File: src/shared/port_phy_map.vh
/*
 * Address map, field positions and reset values of the port PHY
 * control and status register bank.
 * Assumes a 32-bit AHB-Lite register bus with one register per word.
 */
`ifndef PORT_PHY_MAP_VH
`define PORT_PHY_MAP_VH

// Printed register indexes; byte address is four times the index
`define IDX_CABLE_DIAG_SPECIAL_CTRL 12'h07C
`define IDX_PORT_PHY_CONTROL        12'h07E
`define IDX_PORT_PHY_STATUS         12'h080
// Standard management register aliases, byte addresses
`define ADDR_PHY_BASIC_CONTROL      12'h240
`define ADDR_PHY_ADVERTISEMENT      12'h244
`define ADDR_PHY_SPECIAL_CONTROL    12'h248
`define ADDR_WIDTH                  12

// Diagnostic register fields
`define DIAG_SHORT_BIT       15
`define DIAG_OUTCOME_HI      14
`define DIAG_OUTCOME_LO      13
`define DIAG_START_BIT       12
`define DIAG_FORCE_LINK_BIT  11
`define DIAG_RES10_BIT       10
`define DIAG_NEAR_LB_BIT     9
`define DIAG_COUNT_HI        8
`define DIAG_RES10_RESET     1'h1

// Port control fields
`define CTRL_RES15_BIT       15
`define CTRL_TX_DIS_BIT      14
`define CTRL_AN_RESTART_BIT  13
`define CTRL_RES12_BIT       12
`define CTRL_PWR_DOWN_BIT    11
`define CTRL_MDIX_DIS_BIT    10
`define CTRL_FORCE_MDIX_BIT  9
`define CTRL_FAR_LB_BIT      8
`define CTRL_AN_EN_BIT       7
`define CTRL_SPEED_BIT       6
`define CTRL_DUPLEX_BIT      5
`define CTRL_ADV_HI          4
`define CTRL_AN_EN_RESET     1'h1
`define CTRL_SPEED_RESET     1'h1
`define CTRL_DUPLEX_RESET    1'h1
`define CTRL_ADV_RESET       5'h1F

// Port status fields
`define STAT_XOVER_SEL_BIT   15
`define STAT_POLARITY_BIT    13
`define STAT_TX_FC_BIT       12
`define STAT_RX_FC_BIT       11
`define STAT_XOVER_RESET     1'h1

// Basic control alias fields
`define BASIC_FAR_LB_BIT     14
`define BASIC_SPEED_BIT      13
`define BASIC_AN_EN_BIT      12
`define BASIC_PWR_DOWN_BIT   11
`define BASIC_AN_RESTART_BIT 9
`define BASIC_DUPLEX_BIT     8
`define BASIC_XOVER_SEL_BIT  5
`define BASIC_FORCE_MDIX_BIT 4
`define BASIC_MDIX_DIS_BIT   3
`define BASIC_RES_BIT        2
`define BASIC_TX_DIS_BIT     1

// Advertisement alias fields
`define ADV_PAUSE_BIT        10
`define ADV_100F_BIT         8
`define ADV_LO_BIT           5

// Special control alias fields
`define SPEC_POLARITY_BIT    5
`define SPEC_FORCE_LINK_BIT  3
`define SPEC_NEAR_LB_BIT     1

`endif

File: src/design/port_phy_control_status_regs.v
/*
 * Control and status registers of the first switch port's PHY,
 * reached over AHB-Lite, with aliases in the standard management map.
 * Assumes the PHY core runs on hclk, so its status inputs need no
 * synchroniser, and that it pulses cable_test_done once per test.
 */
// The AHB-Lite register port was decided locally.
// Summary of operation
// - Short under ten metres flagged, bit 15
// - Cable test outcome in bits 14-13
// - Bit 12 starts test, clears when done
// - Fault distance count in bits 8-0
// - Bit 11 forces link pass
// - Bit 9 loops receive to transmit
// - Control bit 14 disables transmitter
// - Control bit 13 restarts negotiation, self-clears
// - Bit 11 powers down, registers kept
// - Bit 10 disables crossover, bit 9 forces
// - Bit 8 far-end loopback via port two
// - Bit 7 enables negotiation, else forced
// - Bit 6 selects 100 or 10 forced
// - Bit 5 selects duplex when forced/failed
// - Bits 4-0 advertise capabilities, reset ones
// - Status bit 15 selects crossover algorithm
// - Status bit 13 shows reversed polarity
// - Bits 12, 11 show flow control active
`timescale 1ns/10ps
`include "port_phy_map.vh"

module port_phy_control_status_regs (
    // Clock and reset
    input  wire        hclk,
    input  wire        hresetn,
    // AHB-Lite slave
    input  wire        hsel,
    input  wire [31:0] haddr,
    input  wire [1:0]  htrans,
    input  wire        hwrite,
    input  wire [2:0]  hsize,
    input  wire [31:0] hwdata,
    input  wire        hready,
    output reg  [31:0] hrdata,
    output reg         hreadyout,
    output reg         hresp,
    // Cable test handshake with the PHY
    output reg         cable_test_start,
    input  wire        cable_test_done,
    input  wire        near_short_in,
    input  wire [1:0]  cable_test_outcome_in,
    input  wire [8:0]  fault_distance_in,
    // PHY status
    input  wire        polarity_reversed,
    input  wire        tx_flow_ctrl_active,
    input  wire        rx_flow_ctrl_active,
    // PHY controls
    output reg         force_link_pass,
    output reg         near_loopback,
    output reg         tx_disable,
    output reg         an_restart,
    output reg         power_down,
    output reg         auto_mdix_disable,
    output reg         force_mdix,
    output reg         far_loopback,
    output reg         an_enable,
    output reg         force_speed_100,
    output reg         force_full_duplex,
    output reg  [4:0]  advertise,
    output reg         crossover_algorithm_select
);

    // Storage kept apart from the ports so reads see one copy
    reg        near_short_flag_q;
    reg [1:0]  cable_test_outcome_q;
    reg [8:0]  fault_distance_count_q;
    reg        diag_res10_q;
    reg        ctrl_res15_q;
    reg        ctrl_res12_q;

    // Bus pipeline
    reg                    wr_pend_q;
    reg                    rd_pend_q;
    reg [`ADDR_WIDTH-1:0]  addr_q;
    reg [15:0]             rd_mux;
    reg [15:0]             wd;
    reg                    sel_diag;
    reg                    sel_ctrl;
    reg                    sel_stat;
    reg                    sel_basic;
    reg                    sel_adv;
    reg                    sel_spec;

    wire accept = hsel & htrans[1] & hready;

    always @* begin
        wd        = hwdata[15:0];
        sel_diag  = addr_q == (`IDX_CABLE_DIAG_SPECIAL_CTRL << 2);
        sel_ctrl  = addr_q == (`IDX_PORT_PHY_CONTROL << 2);
        sel_stat  = addr_q == (`IDX_PORT_PHY_STATUS << 2);
        sel_basic = addr_q == `ADDR_PHY_BASIC_CONTROL;
        sel_adv   = addr_q == `ADDR_PHY_ADVERTISEMENT;
        sel_spec  = addr_q == `ADDR_PHY_SPECIAL_CONTROL;
    end

    // Read view of every register; unused bits read zero
    always @* begin
        rd_mux = 16'h0000;
        if (sel_diag) begin
            rd_mux[`DIAG_SHORT_BIT] = near_short_flag_q;
            rd_mux[`DIAG_OUTCOME_HI:`DIAG_OUTCOME_LO] =
                cable_test_outcome_q;
            rd_mux[`DIAG_START_BIT]      = cable_test_start;
            rd_mux[`DIAG_FORCE_LINK_BIT] = force_link_pass;
            rd_mux[`DIAG_RES10_BIT]      = diag_res10_q;
            rd_mux[`DIAG_NEAR_LB_BIT]    = near_loopback;
            rd_mux[`DIAG_COUNT_HI:0]     = fault_distance_count_q;
        end else if (sel_ctrl) begin
            rd_mux[`CTRL_RES15_BIT]      = ctrl_res15_q;
            rd_mux[`CTRL_TX_DIS_BIT]     = tx_disable;
            rd_mux[`CTRL_AN_RESTART_BIT] = an_restart;
            rd_mux[`CTRL_RES12_BIT]      = ctrl_res12_q;
            rd_mux[`CTRL_PWR_DOWN_BIT]   = power_down;
            rd_mux[`CTRL_MDIX_DIS_BIT]   = auto_mdix_disable;
            rd_mux[`CTRL_FORCE_MDIX_BIT] = force_mdix;
            rd_mux[`CTRL_FAR_LB_BIT]     = far_loopback;
            rd_mux[`CTRL_AN_EN_BIT]      = an_enable;
            rd_mux[`CTRL_SPEED_BIT]      = force_speed_100;
            rd_mux[`CTRL_DUPLEX_BIT]     = force_full_duplex;
            rd_mux[`CTRL_ADV_HI:0]       = advertise;
        end else if (sel_stat) begin
            rd_mux[`STAT_XOVER_SEL_BIT]  = crossover_algorithm_select;
            rd_mux[`STAT_POLARITY_BIT]   = polarity_reversed;
            rd_mux[`STAT_TX_FC_BIT]      = tx_flow_ctrl_active;
            rd_mux[`STAT_RX_FC_BIT]      = rx_flow_ctrl_active;
        end else if (sel_basic) begin
            // Port control view flops except reserved bit 15 and advertise, plus the status crossover select
            rd_mux[`BASIC_FAR_LB_BIT]     = far_loopback;
            rd_mux[`BASIC_SPEED_BIT]      = force_speed_100;
            rd_mux[`BASIC_AN_EN_BIT]      = an_enable;
            rd_mux[`BASIC_PWR_DOWN_BIT]   = power_down;
            rd_mux[`BASIC_AN_RESTART_BIT] = an_restart;
            rd_mux[`BASIC_DUPLEX_BIT]     = force_full_duplex;
            rd_mux[`BASIC_XOVER_SEL_BIT]  = crossover_algorithm_select;
            rd_mux[`BASIC_FORCE_MDIX_BIT] = force_mdix;
            rd_mux[`BASIC_MDIX_DIS_BIT]   = auto_mdix_disable;
            rd_mux[`BASIC_RES_BIT]        = ctrl_res12_q;
            rd_mux[`BASIC_TX_DIS_BIT]     = tx_disable;
        end else if (sel_adv) begin
            rd_mux[`ADV_PAUSE_BIT]           = advertise[4];
            rd_mux[`ADV_100F_BIT:`ADV_LO_BIT] = advertise[3:0];
        end else if (sel_spec) begin
            rd_mux[`SPEC_POLARITY_BIT]   = polarity_reversed;
            rd_mux[`SPEC_FORCE_LINK_BIT] = force_link_pass;
            rd_mux[`SPEC_NEAR_LB_BIT]    = near_loopback;
        end
    end

    // Bus handshake: writes in zero waits, reads take one wait state
    // so hrdata can leave a flop and still see a write just before it
    always @(posedge hclk or negedge hresetn) begin
        if (!hresetn) begin
            wr_pend_q <= 1'b0;
            rd_pend_q <= 1'b0;
            addr_q    <= {`ADDR_WIDTH{1'b0}};
            hrdata    <= 32'h0000_0000;
            hreadyout <= 1'b1;
            hresp     <= 1'b0;
        end else begin
            wr_pend_q <= 1'b0;
            rd_pend_q <= 1'b0;
            hresp     <= 1'b0;
            if (rd_pend_q) begin
                hrdata    <= {16'h0000, rd_mux};
                hreadyout <= 1'b1;
            end else if (accept) begin
                // Addresses beyond the map decode to nothing
                addr_q    <= (haddr[31:`ADDR_WIDTH] == 0) ?
                             haddr[`ADDR_WIDTH-1:0] :
                             {`ADDR_WIDTH{1'b1}};
                wr_pend_q <= hwrite;
                rd_pend_q <= ~hwrite;
                hreadyout <= hwrite;
            end
        end
    end

    // Write strobes, live during the write data phase
    wire wr_diag  = wr_pend_q & sel_diag;
    wire wr_ctrl  = wr_pend_q & sel_ctrl;
    wire wr_stat  = wr_pend_q & sel_stat;
    wire wr_basic = wr_pend_q & sel_basic;
    wire wr_adv   = wr_pend_q & sel_adv;
    wire wr_spec  = wr_pend_q & sel_spec;
    wire test_end = cable_test_start & cable_test_done;

    // Results land with done so they are valid when start drops
    always @(posedge hclk or negedge hresetn) begin
        if (!hresetn) begin
            near_short_flag_q      <= 1'b0;
            cable_test_outcome_q   <= 2'h0;
            fault_distance_count_q <= 9'h000;
        end else if (test_end) begin
            near_short_flag_q      <= near_short_in;
            cable_test_outcome_q   <= cable_test_outcome_in;
            fault_distance_count_q <= fault_distance_in;
        end
    end

    // A new start beats a done in the same cycle
    always @(posedge hclk or negedge hresetn) begin
        if (!hresetn)
            cable_test_start <= 1'b0;
        else if (wr_diag && wd[`DIAG_START_BIT])
            cable_test_start <= 1'b1;
        else if (test_end)
            cable_test_start <= 1'b0;
    end

    // One flop per aliased bit, written from either view
    always @(posedge hclk or negedge hresetn) begin
        if (!hresetn)
            force_link_pass <= 1'b0;
        else if (wr_diag)
            force_link_pass <= wd[`DIAG_FORCE_LINK_BIT];
        else if (wr_spec)
            force_link_pass <= wd[`SPEC_FORCE_LINK_BIT];
    end

    always @(posedge hclk or negedge hresetn) begin
        if (!hresetn)
            diag_res10_q <= `DIAG_RES10_RESET;
        else if (wr_diag)
            diag_res10_q <= wd[`DIAG_RES10_BIT];
    end

    always @(posedge hclk or negedge hresetn) begin
        if (!hresetn)
            near_loopback <= 1'b0;
        else if (wr_diag)
            near_loopback <= wd[`DIAG_NEAR_LB_BIT];
        else if (wr_spec)
            near_loopback <= wd[`SPEC_NEAR_LB_BIT];
    end

    always @(posedge hclk or negedge hresetn) begin
        if (!hresetn)
            ctrl_res15_q <= 1'b0;
        else if (wr_ctrl)
            ctrl_res15_q <= wd[`CTRL_RES15_BIT];
    end

    always @(posedge hclk or negedge hresetn) begin
        if (!hresetn)
            tx_disable <= 1'b0;
        else if (wr_ctrl)
            tx_disable <= wd[`CTRL_TX_DIS_BIT];
        else if (wr_basic)
            tx_disable <= wd[`BASIC_TX_DIS_BIT];
    end

    // One-cycle restart pulse; only a read issued in the write's data phase sees it as one
    always @(posedge hclk or negedge hresetn) begin
        if (!hresetn)
            an_restart <= 1'b0;
        else if (wr_ctrl)
            an_restart <= wd[`CTRL_AN_RESTART_BIT];
        else if (wr_basic)
            an_restart <= wd[`BASIC_AN_RESTART_BIT];
        else
            an_restart <= 1'b0;
    end

    // Reserved, but reads back what was written
    always @(posedge hclk or negedge hresetn) begin
        if (!hresetn)
            ctrl_res12_q <= 1'b0;
        else if (wr_ctrl)
            ctrl_res12_q <= wd[`CTRL_RES12_BIT];
        else if (wr_basic)
            ctrl_res12_q <= wd[`BASIC_RES_BIT];
    end

    // Settings survive power down; only reset clears them
    always @(posedge hclk or negedge hresetn) begin
        if (!hresetn)
            power_down <= 1'b0;
        else if (wr_ctrl)
            power_down <= wd[`CTRL_PWR_DOWN_BIT];
        else if (wr_basic)
            power_down <= wd[`BASIC_PWR_DOWN_BIT];
    end

    always @(posedge hclk or negedge hresetn) begin
        if (!hresetn)
            auto_mdix_disable <= 1'b0;
        else if (wr_ctrl)
            auto_mdix_disable <= wd[`CTRL_MDIX_DIS_BIT];
        else if (wr_basic)
            auto_mdix_disable <= wd[`BASIC_MDIX_DIS_BIT];
    end

    // Only acts while automatic crossover is off
    always @(posedge hclk or negedge hresetn) begin
        if (!hresetn)
            force_mdix <= 1'b0;
        else if (wr_ctrl)
            force_mdix <= wd[`CTRL_FORCE_MDIX_BIT];
        else if (wr_basic)
            force_mdix <= wd[`BASIC_FORCE_MDIX_BIT];
    end

    always @(posedge hclk or negedge hresetn) begin
        if (!hresetn)
            far_loopback <= 1'b0;
        else if (wr_ctrl)
            far_loopback <= wd[`CTRL_FAR_LB_BIT];
        else if (wr_basic)
            far_loopback <= wd[`BASIC_FAR_LB_BIT];
    end

    always @(posedge hclk or negedge hresetn) begin
        if (!hresetn)
            an_enable <= `CTRL_AN_EN_RESET;
        else if (wr_ctrl)
            an_enable <= wd[`CTRL_AN_EN_BIT];
        else if (wr_basic)
            an_enable <= wd[`BASIC_AN_EN_BIT];
    end

    always @(posedge hclk or negedge hresetn) begin
        if (!hresetn)
            force_speed_100 <= `CTRL_SPEED_RESET;
        else if (wr_ctrl)
            force_speed_100 <= wd[`CTRL_SPEED_BIT];
        else if (wr_basic)
            force_speed_100 <= wd[`BASIC_SPEED_BIT];
    end

    // Also the fallback when negotiation fails
    always @(posedge hclk or negedge hresetn) begin
        if (!hresetn)
            force_full_duplex <= `CTRL_DUPLEX_RESET;
        else if (wr_ctrl)
            force_full_duplex <= wd[`CTRL_DUPLEX_BIT];
        else if (wr_basic)
            force_full_duplex <= wd[`BASIC_DUPLEX_BIT];
    end

    // Pause ability on top, then the four speed abilities
    always @(posedge hclk or negedge hresetn) begin
        if (!hresetn)
            advertise <= `CTRL_ADV_RESET;
        else if (wr_ctrl)
            advertise <= wd[`CTRL_ADV_HI:0];
        else if (wr_adv)
            advertise <= {wd[`ADV_PAUSE_BIT],
                          wd[`ADV_100F_BIT:`ADV_LO_BIT]};
    end

    always @(posedge hclk or negedge hresetn) begin
        if (!hresetn)
            crossover_algorithm_select <= `STAT_XOVER_RESET;
        else if (wr_stat)
            crossover_algorithm_select <= wd[`STAT_XOVER_SEL_BIT];
        else if (wr_basic)
            crossover_algorithm_select <= wd[`BASIC_XOVER_SEL_BIT];
    end

    // hsize is accepted as a whole-word access whatever its value
    wire unused_size = |hsize;

endmodule

File: config.mk
export PLATFORM = sky130hd
export DESIGN_NAME = port_phy_control_status_regs
export DESIGN_NICKNAME = d
export VERILOG_FILES = /design/src/design/port_phy_control_status_regs.v
export VERILOG_INCLUDE_DIRS = /design/src /design/src/shared
export SDC_FILE = /design/constraint.sdc
export NUM_CORES = 1
export LEC_CHECK = 0
export BUFFER_PORTS_ARGS = -buffer_cell sky130_fd_sc_hd__buf_2
export CORE_MARGIN = 2
export CORE_UTILIZATION = 25
export DETAILED_ROUTE_END_ITERATION = 8
export SETUP_SLACK_MARGIN = 0.2
export SLEW_MARGIN = 20
export SYNTH_ARGS = -nofsm -noshare
export SYNTH_HDL_FRONTEND = slang
export SYNTH_SLANG_ARGS = --single-unit
File: constraint.sdc
create_clock -name hclk -period 2.4 [get_ports hclk]
set_clock_uncertainty 0.2 [all_clocks]
set_input_delay 0.72 -clock hclk [delete_from_list [all_inputs] [get_ports hclk]]
set_output_delay 0.72 -clock hclk [all_outputs]
set_load 0.02 [all_outputs]
# --- Word level (Yosys, flattened, before mapping) ---
# Cells that the tools add are included.
word_totals:
  reg_bits: 64
  out_inout_bits: 52
op_classes:
  n_mux: 62
  bitwise: 11
  n_reduce_logical: 9
  n_eq_ne: 6
op_table:
  columns: ["cell", "n"]
  rows:
  - ["$mux 1", 52]
  - ["$eq 12x10->1 const B", 4]
  - ["$eq 12x9->1 const B", 2]
  - ["$logic_not 20->1", 1]
  - ["$mux 16", 1]
  - ["$mux 15", 1]
  - ["$mux 12", 1]
  - ["$reduce_bool 2->1", 6]
  - ["$mux 10", 1]
  - ["$mux 5", 2]
  - ["$and 1x1->1", 9]
  - ["$mux 3", 2]
  - ["$mux 4", 1]
  - ["$mux 2", 1]
  - ["$not 1->1", 2]
  - ["$reduce_and 2->1", 1]
  - ["$logic_and 1x1->1", 1]

# --- Logic depth before layout (Yosys ltp) ---
# Gate-level depths: netlist of the first run.
logic_depth:
  word_depth: 7
  mapped_depth: 7
  mapped_depth_nobuf: 4

# --- Worst setup path before layout of the first run ---
# No wires, ideal clock.
synth_timing:
  path_type: "register to register"
  start: "register addr_q[8]"
  end: "register hrdata[11]"
  setup_ns: 0.082
  path_stages_with_launch: 6
  period_less_slack_ns: 2.295
  t_arrival_ns: 2.013
  slack_ns: 0.105
  path_cell_list: "dfrtp_1 -> or4b_4 -> buf_6 -> or4_4 -> o32a_1 -> a31oi_1"
synth_between:
  elab_chain_len: 5
  elab_cells_between_ends: 8
  cone_classes: "eq/ne: 4; mux: 4"
synth_rtl:
  columns: ["item", "line_no", "rtl"]
  rows:
  - ["start, declared", "port_phy_control_status_regs.v:82", "reg [`ADDR_WIDTH-1:0] addr_q;"]
  - ["start signal, assigned", "port_phy_control_status_regs.v:163", "addr_q <= {`ADDR_WIDTH{1'b0}};"]
  - ["start signal, assigned", "port_phy_control_status_regs.v:176", "addr_q <= (haddr[31:`ADDR_WIDTH] == 0) ?"]
  - ["$eq 12x10->1 (no source line)", null, null]
  - ["$mux 4", "port_phy_control_status_regs.v:134", "end else if (sel_basic) begin"]
  - ["$mux 3", "port_phy_control_status_regs.v:129", "end else if (sel_stat) begin"]
  - ["$mux 15", "port_phy_control_status_regs.v:116", "end else if (sel_ctrl) begin"]
  - ["$mux 16 *", "port_phy_control_status_regs.v:107", "if (sel_diag) begin"]
  - ["end signal, assigned", "port_phy_control_status_regs.v:172", "hrdata <= {16'h0000, rd_mux};"]
  - ["end, declared", "port_phy_control_status_regs.v:42", "output reg [31:0] hrdata,"]
# Mark *: on every way between the ends. The rest lies on a longest branch, timed or not.
# A chain may end at the register's enable or synchronous reset.

# --- Worst setup path in the final report of the first run ---
layout_timing:
  start: "register addr_q[1]"
  end: "register hrdata[11]"
# Same word-level chain as after synthesis.

==> metrics.md, run 1 <==
| Metric | Value |
|---|---|
| Status | finished clean |
| Total track usage | 14.7% |
| Share of post-route cells with drive strength above 1 | 44.1% |
| Slew Limit Fails | 0 |
| Final hold violations | 0 |
| Nature of the critical path endpoint | flop |
| # diodes | 0 |
| Final setup violation count | 0 |
| Gp weighted congestion | 0.849 |
| Area after DPL | 4080 um2 |
| CP peak stage delay | 530 ps |
| Max VDD drop | around 280 uV |
| Worst path slowest cell | or4_4 |
| Synth unique cells | 49 |
| Slew HR | approximately half |
| Minimum clock period | about 2200 ps |
| Final Cell Area | roughly 4500 um2 |
| Drt first pass iters | 4 |
| Unrepaired setup endpoints after global routing | yes |
| Setup TNS | 0 ps |
| Synth Register Bits | 64 |
| Cts hold-fix bufs | 0 |
| Routed WL | a little over 10000 um |
| Final HPWL DP | 7840 um |
| Reg2reg path depth | 5 |
| Root buf cell | clkbuf_16 |
| Slew @ Worst Pin | 713 ps |
| Antenna violations before repair | 0 |
| Final Power | ~2.9 mW |
| Startpoint types | flop |
| Period utilisation layout | 93.6% |
| Iter 0 DRT Violations | 192 |
| Fin util | 35.3% |
| EDFF count, synth | 0 |
| Worst EP required | ~2500 ps |
| CP Cell Sequence | or3_4 -> buf_4 -> or4_4 -> o32a_1 -> a31oi_1 |
| Starting Density | 25.6% |
| Asr flop ratio synth | 100% |
| Num rows | between 40 and 50 |
| Total CTS buffers | 9 |
| TritonCTS clock tree | done |
| Most frequent cells in the layout | buf_2, dfrtp_1, buf_4 |
| H-tree depth | 3 |
| Yosys Warn Count | 0 |
| Top_reg_cell synth | dfrtp_1 |
| Seq/Total Area, Yosys | 49.7% |
| Cells after Synth | around 310 |
| CTS Sinks | 64 |
| GRT Residual Overflow | 0 |
| Clk Latency, worst-skew pair | 330 ps |
| ANT nets after route | 0 |
| First-pass GRT wire length | 16000 um |
| Input/output buffers | 104 |
| Die area | 13900 um2 |
| Avg Synthesized Cell Area | 10.4 um2 |
| DRC | 0 |
| Pin count of the biggest net entering global routing | 49 |
| WL/cell | 16.4 um |
| Via count | between 2000 and 3000 |
| Worst Hold Class | in -> async |
| Die Ht | 118 um |
| Power Dens Cells | between 600 and 700 nW/um2 |
| Vias in the first global route | 3037 |
| Clock Path Buffers | 2 |
| Die W | between 100 and 150 um |
| Core box area | 12700 um2 |
| Via/cell ratio | 4.81 |
| Max Clk Rate | about 440 MHz |
| Ports | 142 |
| CP max FO | 7 |
| WS Path Type | reg -> reg |
| # nets final | approximately 530 |
| Crit path DAT | 2300 ps |
| Area Overhead vs Synth | 37.7% |
| Commonest non-fill, non-tap cell in the layout | buf_2 |
| Mapped cell area | 3250 um2 |
| Leakage Power | 2.04 nW |
| Clock-pin slew on the worst setup and hold paths | 50 ps |
| Fillers | ~1300 |
| Max-Cap Viols | 0 |
## per-stage QoR
stage	std cells	worst slack (ps)	hold WS, ps
after floorplan	329	107	224
after global placement	599	86.2	291
after detailed placement	599	125	302
after CTS	618	156	130
after global routing	619	93.0	148
final	619	153	124
## metal layers
metal | global-route usage (%) | share of wire [%] | wire length [um]
met5 | 0 | 0 | 0
met4 | 6.70 | 2.3 | 239
met3 | 3.83 | 7.0 | 712
met2 | 22.5 | 46 | 4690
met1 | 19.4 | 45 | 4540
## worst paths after layout
| check | startpoint | endpoint | slack [ps] |
|---|---|---|---|
| min | hresetn | cable_test_start$_DFFE_PN0P_ | 120 |
| max reg2reg | addr_q[1]$_DFFE_PN0P_ | hrdata[11]$_DFFE_PN0P_ | 150 |
| max | addr_q[1]$_DFFE_PN0P_ | hrdata[11]$_DFFE_PN0P_ | 150 |
| max in group asynchronous | hresetn | hreadyout$_DFFE_PN1P_ | 1230 |
| min reg2reg | fault_distance_count_q[7]$_DFFE_PN0P_ | fault_distance_count_q[7]$_DFFE_PN0P_ | 310 |
| min in group hclk | fault_distance_count_q[7]$_DFFE_PN0P_ | fault_distance_count_q[7]$_DFFE_PN0P_ | 310 |
## sequential cells by signal (all words and copies together), names as in the netlist, 2 cells and up
signal,count
hrdata,16
cable_test_outcome_q,2
addr_q,12
advertise,5
fault_distance_count_q,9
## cell families (layout without fill, tap and decap cells)
logic type             count (synthesis)  after routing  synth area share [%]
buffers and inverters                 45            163                  7.43
AO/OA/AOI/OAI                         69             69                  15.8
flip-flops                            64             64                  49.7
multiplexers                          21             21                  7.01
other                                  1             17                 0.115
AND/OR/NAND/NOR                      113            113                  19.9
## critical path: cells and delay by family (launching register included)
family | cells | cell delay [ps]
AND/OR/NAND/NOR | 2 | 930
AO/OA/AOI/OAI | 2 | 480
buffers and inverters | 1 | 170
flip-flops | 1 | 400
## synthesized netlist by cell type, drive strengths merged (2+ instances only)
| library cell | number | share of area [%] |
|---|---|---|
| dfrtp | 53 | 41 |
| nand2 | 9 | 1.0 |
| o221ai | 2 | 0.54 |
| clkbuf | 16 | 1.8 |
| nor3 | 21 | 3.2 |
| a31oi | 2 | 0.38 |
| nand4 | 5 | 0.96 |
| o21ai | 4 | 0.62 |
| a21oi | 4 | 0.62 |
| buf | 21 | 4.7 |
| or4b | 2 | 0.73 |
| mux2i | 7 | 2.2 |
| inv | 8 | 0.92 |
| o221a | 2 | 0.69 |
| nand2b | 11 | 2.1 |
| o22a | 12 | 3.2 |
| a221oi | 10 | 2.7 |
| nand3 | 2 | 0.31 |
| nor4 | 14 | 3.3 |
| nor2 | 28 | 3.2 |
| or4 | 6 | 1.5 |
| or3 | 3 | 0.58 |
| a311oi | 3 | 0.81 |
| mux2 | 14 | 4.9 |
| nor2b | 3 | 0.58 |
| dfstp | 11 | 8.9 |
| o22ai | 24 | 4.6 |
## timing repair
action                                  CTS  global route
setup buffers                             3             1
resized for setup                         3            12
pin swaps                                 3             3
endpoints found under the setup margin   21            23
## where the power goes
part           internal, mW  total, mW  switching [mW]  leakage [nW]
registers              1.18       1.24          0.0583         0.737
clock network         0.781       1.22           0.442         0.139
logic                 0.163      0.409           0.246          1.17
total                  2.12       2.87           0.746          2.04
## area by class of cell
cell class,instances,area (um2),area share [%]
repair buffers,139,803,17.9
inverters,8,30.0,0.671
well taps,172,215,4.81
clock buffers,14,274,6.12
clock inverters,2,12.5,0.280
multi-input cells,220,1530,34.1
flip-flops and latches,64,1620,36.1
Power figures use the tool's default switching activity.
==> run 2: changes to the inputs <==
Clock period 2.4 ns to 2.7 ns, I/O delays scaled along.
==> metrics.md, run 2 (synthesis results as in run 1) <==
| Metric | Value |
|---|---|
| Drt first pass iters | 6 (was 4) |
| Fin util | 33.3% (was 35.3%) |
| Startpoint types | flop (unchanged) |
| Input/output buffers | 104 (unchanged) |
| Clk Latency, worst-skew pair | 330 ps (about the same) |
| Most frequent cells in the layout | buf_2, dfrtp_1, nor2_1 (was buf_2, dfrtp_1, buf_4) |
| Worst path buffer plus inverter count | 0 (was 1) |
| Slew Limit Fails | 0 (unchanged) |
| # diodes | 0 (unchanged) |
| Max Clk Rate | 415 MHz (was 445 MHz) |
| Minimum clock period | 2410 ps (was 2250 ps) |
| DRC | 0 (unchanged) |
| # nets final | 510 (was 532) |
| Nature of the critical path endpoint | flop (unchanged) |
| Slew @ Worst Pin | 672 ps (was 713 ps) |
| Worst path slowest cell | or4b_4 (was or4_4) |
| Pin count of the biggest net entering global routing | 39 (was 49) |
| CTS Sinks | 64 (unchanged) |
| Die Ht | 118 um (unchanged) |
| Antenna violations before repair | 0 (unchanged) |
| Slew HR | 54.6% (was 51.8%) |
| Die W | 118 um (unchanged) |
| Period utilisation layout | 89.3% (was 93.6%) |
| Final HPWL DP | 7680 um (was 7840 um) |
| Worst path top cell family by delay | simple AND/OR/NAND/NOR gates (unchanged) |
| Status | finished clean (unchanged) |
| Largest registers | hrdata (16), addr_q (12), fault_distance_count_q (9) (unchanged) |
| First-pass GRT wire length | 16100 um (was 16000 um) |
| Worst setup path start | addr_q[8]$_DFFE_PN0P_ (was addr_q[1]$_DFFE_PN0P_) |
| Commonest non-fill, non-tap cell in the layout | buf_2 (unchanged) |
| Via/cell ratio | 4.80 (was 4.81) |
| Crit path DAT | 2460 ps (was 2300 ps) |
| GRT Residual Overflow | 0 (unchanged) |
| CP Cell Sequence | or4b_4 -> or4_4 -> o32a_1 -> a31oi_1 (was or3_4 -> buf_4 -> or4_4 -> o32a_1 -> a31oi_1) |
| Core box area | 12700 um2 (unchanged) |
| Ports | 142 (unchanged) |
| Final setup violation count | 0 (unchanged) |
| Largest Register | hrdata (unchanged) |
| Total CTS buffers | 9 (unchanged) |
| Unrepaired setup endpoints after global routing | no (was yes) |
| WS Path Type | reg -> reg (unchanged) |
| H-tree depth | 3 (unchanged) |
| Setup TNS | 0 ps (unchanged) |
| Worst Hold Class | in -> async (unchanged) |
| Final hold violations | 0 (unchanged) |
| Via count | 2866 (was 2975) |
| Total track usage | 14.8% (was 14.7%) |
| Share of post-route cells with drive strength above 1 | 38.6% (was 44.1%) |
| Worst EP required | 2750 ps (was 2450 ps) |
| Root buf cell | clkbuf_16 (unchanged) |
| Leakage Power | 1.92 nW (was 2.04 nW) |
| Max VDD drop | 315 uV (was 280 uV) |
| Gp weighted congestion | 0.811 (was 0.849) |
| TritonCTS clock tree | done (unchanged) |
| Routed WL | 10000 um (was 10200 um) |
| Die area | 13900 um2 (unchanged) |
| Iter 0 DRT Violations | 251 (was 192) |
| WL/cell | 16.7 um (was 16.4 um) |
| Num rows | 41 (unchanged) |
| Max FFs per register | 16 (unchanged) |
| Max-Cap Viols | 0 (unchanged) |
| Worst reg2reg path startpoint | addr_q[8]$_DFFE_PN0P_ (was addr_q[1]$_DFFE_PN0P_) |
| CP max FO | 11 (was 7) |
| CP peak stage delay | 640 ps (was 530 ps) |
| Power Dens Cells | 594 nW/um2 (was 641 nW/um2) |
| Starting Density | 25.6% (unchanged) |
| Vias in the first global route | 2888 (was 3037) |
| ANT nets after route | 0 (unchanged) |
| Area Overhead vs Synth | 29.8% (was 37.7%) |
| Clock-pin slew on the worst setup and hold paths | 50 ps (about the same) |
| Clock Path Buffers | 2 (unchanged) |
run 2: changes by cell type in the layout (fill, tap and decap cells not counted), sizes merged:
cell	change
clkbuf	-1
buf	-22
clkinv	+1
run 2: layout make-up:
cell class,count,area [um2]
fill,1312,8450
sequential,64,1620
multi-input combinational,220,1460
timing repair buffer,117,631
clock buffer,13,250
tap,172,215
inverter,8,30.0
clock inverter,3,17.5
run 2: final timing paths:
check                                                              to  slack (ps)  cells after the start
worst min-delay path                         far_loopback$_DFFE_PN0P_         300                      1
max in group asynchronous                 force_speed_100$_DFFE_PN1P_        1310                      2
worst max register to register                 hrdata[11]$_DFFE_PN0P_         290                      4
min in group hclk               fault_distance_count_q[6]$_DFFE_PN0P_         310                      1
worst max-delay path                           hrdata[11]$_DFFE_PN0P_         290                      4
worst min register to register  fault_distance_count_q[6]$_DFFE_PN0P_         310                      1
run 2: per-layer routing:
metal  part of all wire, %  routed length (um)  GRT usage, %
met1                    44                4390          18.6
met5                     0                   0             0
met2                    48                4760          23.9
met4                   1.4                 144          5.27
met3                   7.0                 704          4.55
run 2: repair_timing:
action	4_1_cts	5_1_grt
setup buffers	0	0
hold buffers	0	0
setup endpoints to repair	1	0
resized for setup	1	0
run 2: metrics by stage:
stage          setup WS [ps]  hold slack [ps]  total power, mW  cells  instance area [um2]
6_report                 290              303             2.51    597                 4220
3_5_place_dp             226              296             1.48    581                 3940
5_1_grt                  207              322             2.62    597                 4220
2_1_floorplan            405              272             1.32    329                 3310
4_1_cts                  290              311             2.54    597                 4220
3_3_place_gp             276              289             1.47    581                 3940
run 2: report_power, final:
| part | leakage [nW] | internal, mW | switching [mW] |
|---|---|---|---|
| sequential | 0.737 | 1.05 | 0.0534 |
| clock | 0.130 | 0.643 | 0.406 |
| combinational | 1.05 | 0.143 | 0.215 |
| total | 1.92 | 1.83 | 0.675 |
==> run 3: changes to the inputs <==
Settings changed: PLACE_DENSITY_LB_ADDON from default to 0.2, TNS_END_PERCENT from default to 100.
==> metrics.md, run 3 (synthesis results as in run 1) <==
| Metric | Value |
|---|---|
| Input/output buffers | 104 (unchanged) |
| Non-filler instance count after layout | 601 (was 597) |
| First-pass GRT wire length | 16000 um (was 16100 um) |
| TritonCTS clock tree | done (unchanged) |
| Nature of the critical path endpoint | flop (unchanged) |
| Final HPWL DP | 7860 um (was 7680 um) |
| Worst path top cell family by delay | simple AND/OR/NAND/NOR gates (unchanged) |
| Unrepaired setup endpoints after global routing | no (unchanged) |
| Cts hold-fix bufs | 0 (unchanged) |
| Max-Cap Viols | 0 (unchanged) |
| Iter 0 DRT Violations | 142 (was 251) |
| CP max FO | 8 (was 11) |
| Pin count of the biggest net entering global routing | 27 (was 39) |
| Met3 Use GR | 2.96% (was 4.55%) |
| Fillers | 1390 (was 1312) |
| Largest Register | hrdata (unchanged) |
| Met1 usage | 21.1% (was 18.6%) |
| Grt peak-use layer | met2 (unchanged) |
| Startpoint types | flop (unchanged) |
| Final setup violation count | 0 (unchanged) |
| Max FFs per register | 16 (unchanged) |
| Drt first pass iters | 4 (was 6) |
| Most frequent cells in the layout | buf_2, dfrtp_1, nor2_1 (unchanged) |
| Most used cell, CP | or4_1 |
| Worst Hold Class | in -> async (unchanged) |
| GRT Residual Overflow | 0 (unchanged) |
| Max Clk Rate | 414 MHz (was 415 MHz) |
| Max VDD drop | 232 uV (was 315 uV) |
| Worst path buffer plus inverter count | 0 (unchanged) |
| Via count | 2839 (was 2866) |
| Final hold violations | 0 (unchanged) |
| Minimum clock period | 2420 ps (was 2410 ps) |
| Slew HR | 59.7% (was 54.6%) |
| Leakage Power | 1.94 nW (was 1.92 nW) |
| Setup TNS | 0 ps (unchanged) |
| Status | finished clean (unchanged) |
| H-tree depth | 3 (unchanged) |
| Share of post-route cells with drive strength above 1 | 39.6% (was 38.6%) |
| # nets final | 514 (was 510) |
| Die Ht | 118 um (unchanged) |
| Total track usage | 15.0% (was 14.8%) |
| Area Overhead vs Synth | 30.7% (was 29.8%) |
| Slew @ Worst Pin | 604 ps (was 672 ps) |
| Core box area | 12700 um2 (unchanged) |
| Clk Latency, worst-skew pair | 340 ps (was 330 ps) |
| Die area | 13900 um2 (unchanged) |
| Vias in the first global route | 2892 (was 2888) |
| Num rows | 41 (unchanged) |
| Via/cell ratio | 4.72 (was 4.80) |
| Routing usage on met2 | 22.5% (was 23.9%) |
| Root buf cell | clkbuf_16 (unchanged) |
| WL/cell | 16.9 um (was 16.7 um) |
| Power Dens Cells | 593 nW/um2 (was 594 nW/um2) |
| CP Cell Sequence | or4_1 -> or4_1 -> o22ai_1 -> nor2_1 (was or4b_4 -> or4_4 -> o32a_1 -> a31oi_1) |
| Period utilisation layout | 89.6% (was 89.3%) |
| Worst hold slack | 282 ps (was 303 ps) |
| Gp weighted congestion | 0.797 (was 0.811) |
| Die W | 118 um (unchanged) |
| Worst path slowest cell | or4_1 (was or4b_4) |
| Starting Density | 25.6% (unchanged) |
| Ports | 142 (unchanged) |
| Final Power | 2.52 mW (was 2.51 mW) |
| Clock-pin slew on the worst setup and hold paths | 50 ps (about the same) |
| Commonest non-fill, non-tap cell in the layout | buf_2 (unchanged) |
| Crit path DAT | 2440 ps (was 2460 ps) |
| DRC | 0 (unchanged) |
| Clock Path Buffers | 2 (unchanged) |
| WS Path Type | reg -> reg (unchanged) |
| CP peak stage delay | 720 ps (was 640 ps) |
| Sequential Area | 1620 um2 (unchanged) |
| Post-placement cell count | 585 (was 581) |
| Slew Limit Fails | 0 (unchanged) |
| Post-CTS Setup Repair Bufs | 0 (unchanged) |
| Total CTS buffers | 9 (unchanged) |
| Largest registers | hrdata (16), addr_q (12), fault_distance_count_q (9) (unchanged) |
| ANT nets after route | 0 (unchanged) |
| Worst EP required | 2720 ps (was 2750 ps) |
| CTS Sinks | 64 (unchanged) |
| # diodes | 0 (unchanged) |
| Antenna violations before repair | 0 (unchanged) |
| Resized Gates After CTS | 0 (was 1) |
| Area of the multi-input gates | 1450 um2 (was 1460 um2) |
| Routed WL | 10100 um (was 10000 um) |
## run 3: stage by stage
| step | area [um2] | worst slack [ps] | utilization (%) |
|---|---|---|---|
| 6_report | 4250 | 282 | 33.5 |
| 5_1_grt | 4250 | 223 | 33.5 |
| 4_1_cts | 4250 | 282 | 33.5 |
| 3_5_place_dp | 3970 | 299 | 31.4 |
| 3_3_place_gp | 3970 | 325 | 31.4 |
| 2_1_floorplan | 3310 | 405 | - |
## run 3: cell type report
cell class / instances / share of cell area, %
flip-flops and latches: 64 / 38.0
multi-input cells: 220 / 34.2
repair buffers: 121 / 15.6
clock buffers: 10 / 5.63
well taps: 172 / 5.07
clock inverters: 6 / 0.825
inverters: 8 / 0.707
## run 3: final timing paths
check	startpoint	end	slack, ps	cells past startpoint
max	addr_q[1]$_DFFE_PN0P_	far_loopback$_DFFE_PN0P_	280	4
max reg2reg	addr_q[1]$_DFFE_PN0P_	far_loopback$_DFFE_PN0P_	280	4
min in group hclk	rd_pend_q$_DFF_PN0_	rd_pend_q$_DFF_PN0_	290	1
max in group asynchronous	hresetn	cable_test_outcome_q[1]$_DFFE_PN0P_	1360	2
min	hresetn	fault_distance_count_q[5]$_DFFE_PN0P_	280	1
min reg2reg	rd_pend_q$_DFF_PN0_	rd_pend_q$_DFF_PN0_	290	1
## run 3: power by group
| part | internal [mW] | switching, mW |
|---|---|---|
| clock network | 0.638 | 0.421 |
| logic | 0.144 | 0.214 |
| registers | 1.05 | 0.0553 |
| total | 1.83 | 0.691 |
## run 3: worst reg2reg max path, stage by stage, from the launching register on
cell and delay [ps]:
dfrtp_1 420, or4_1 690, or4_1 720, o22ai_1 230
nor2_1 60
## run 3: per-layer routing
| layer | wire (um) | vias to the layer above | part of all wire, % |
|---|---|---|---|
| met3 | 569 | 11 | 5.6 |
| met4 | 121 | 0 | 1.2 |
| met1 | 4910 | 1336 | 48 |
| met5 | 0 | - | 0 |
| met2 | 4540 | 101 | 45 |
| li1 | - | 1391 | - |
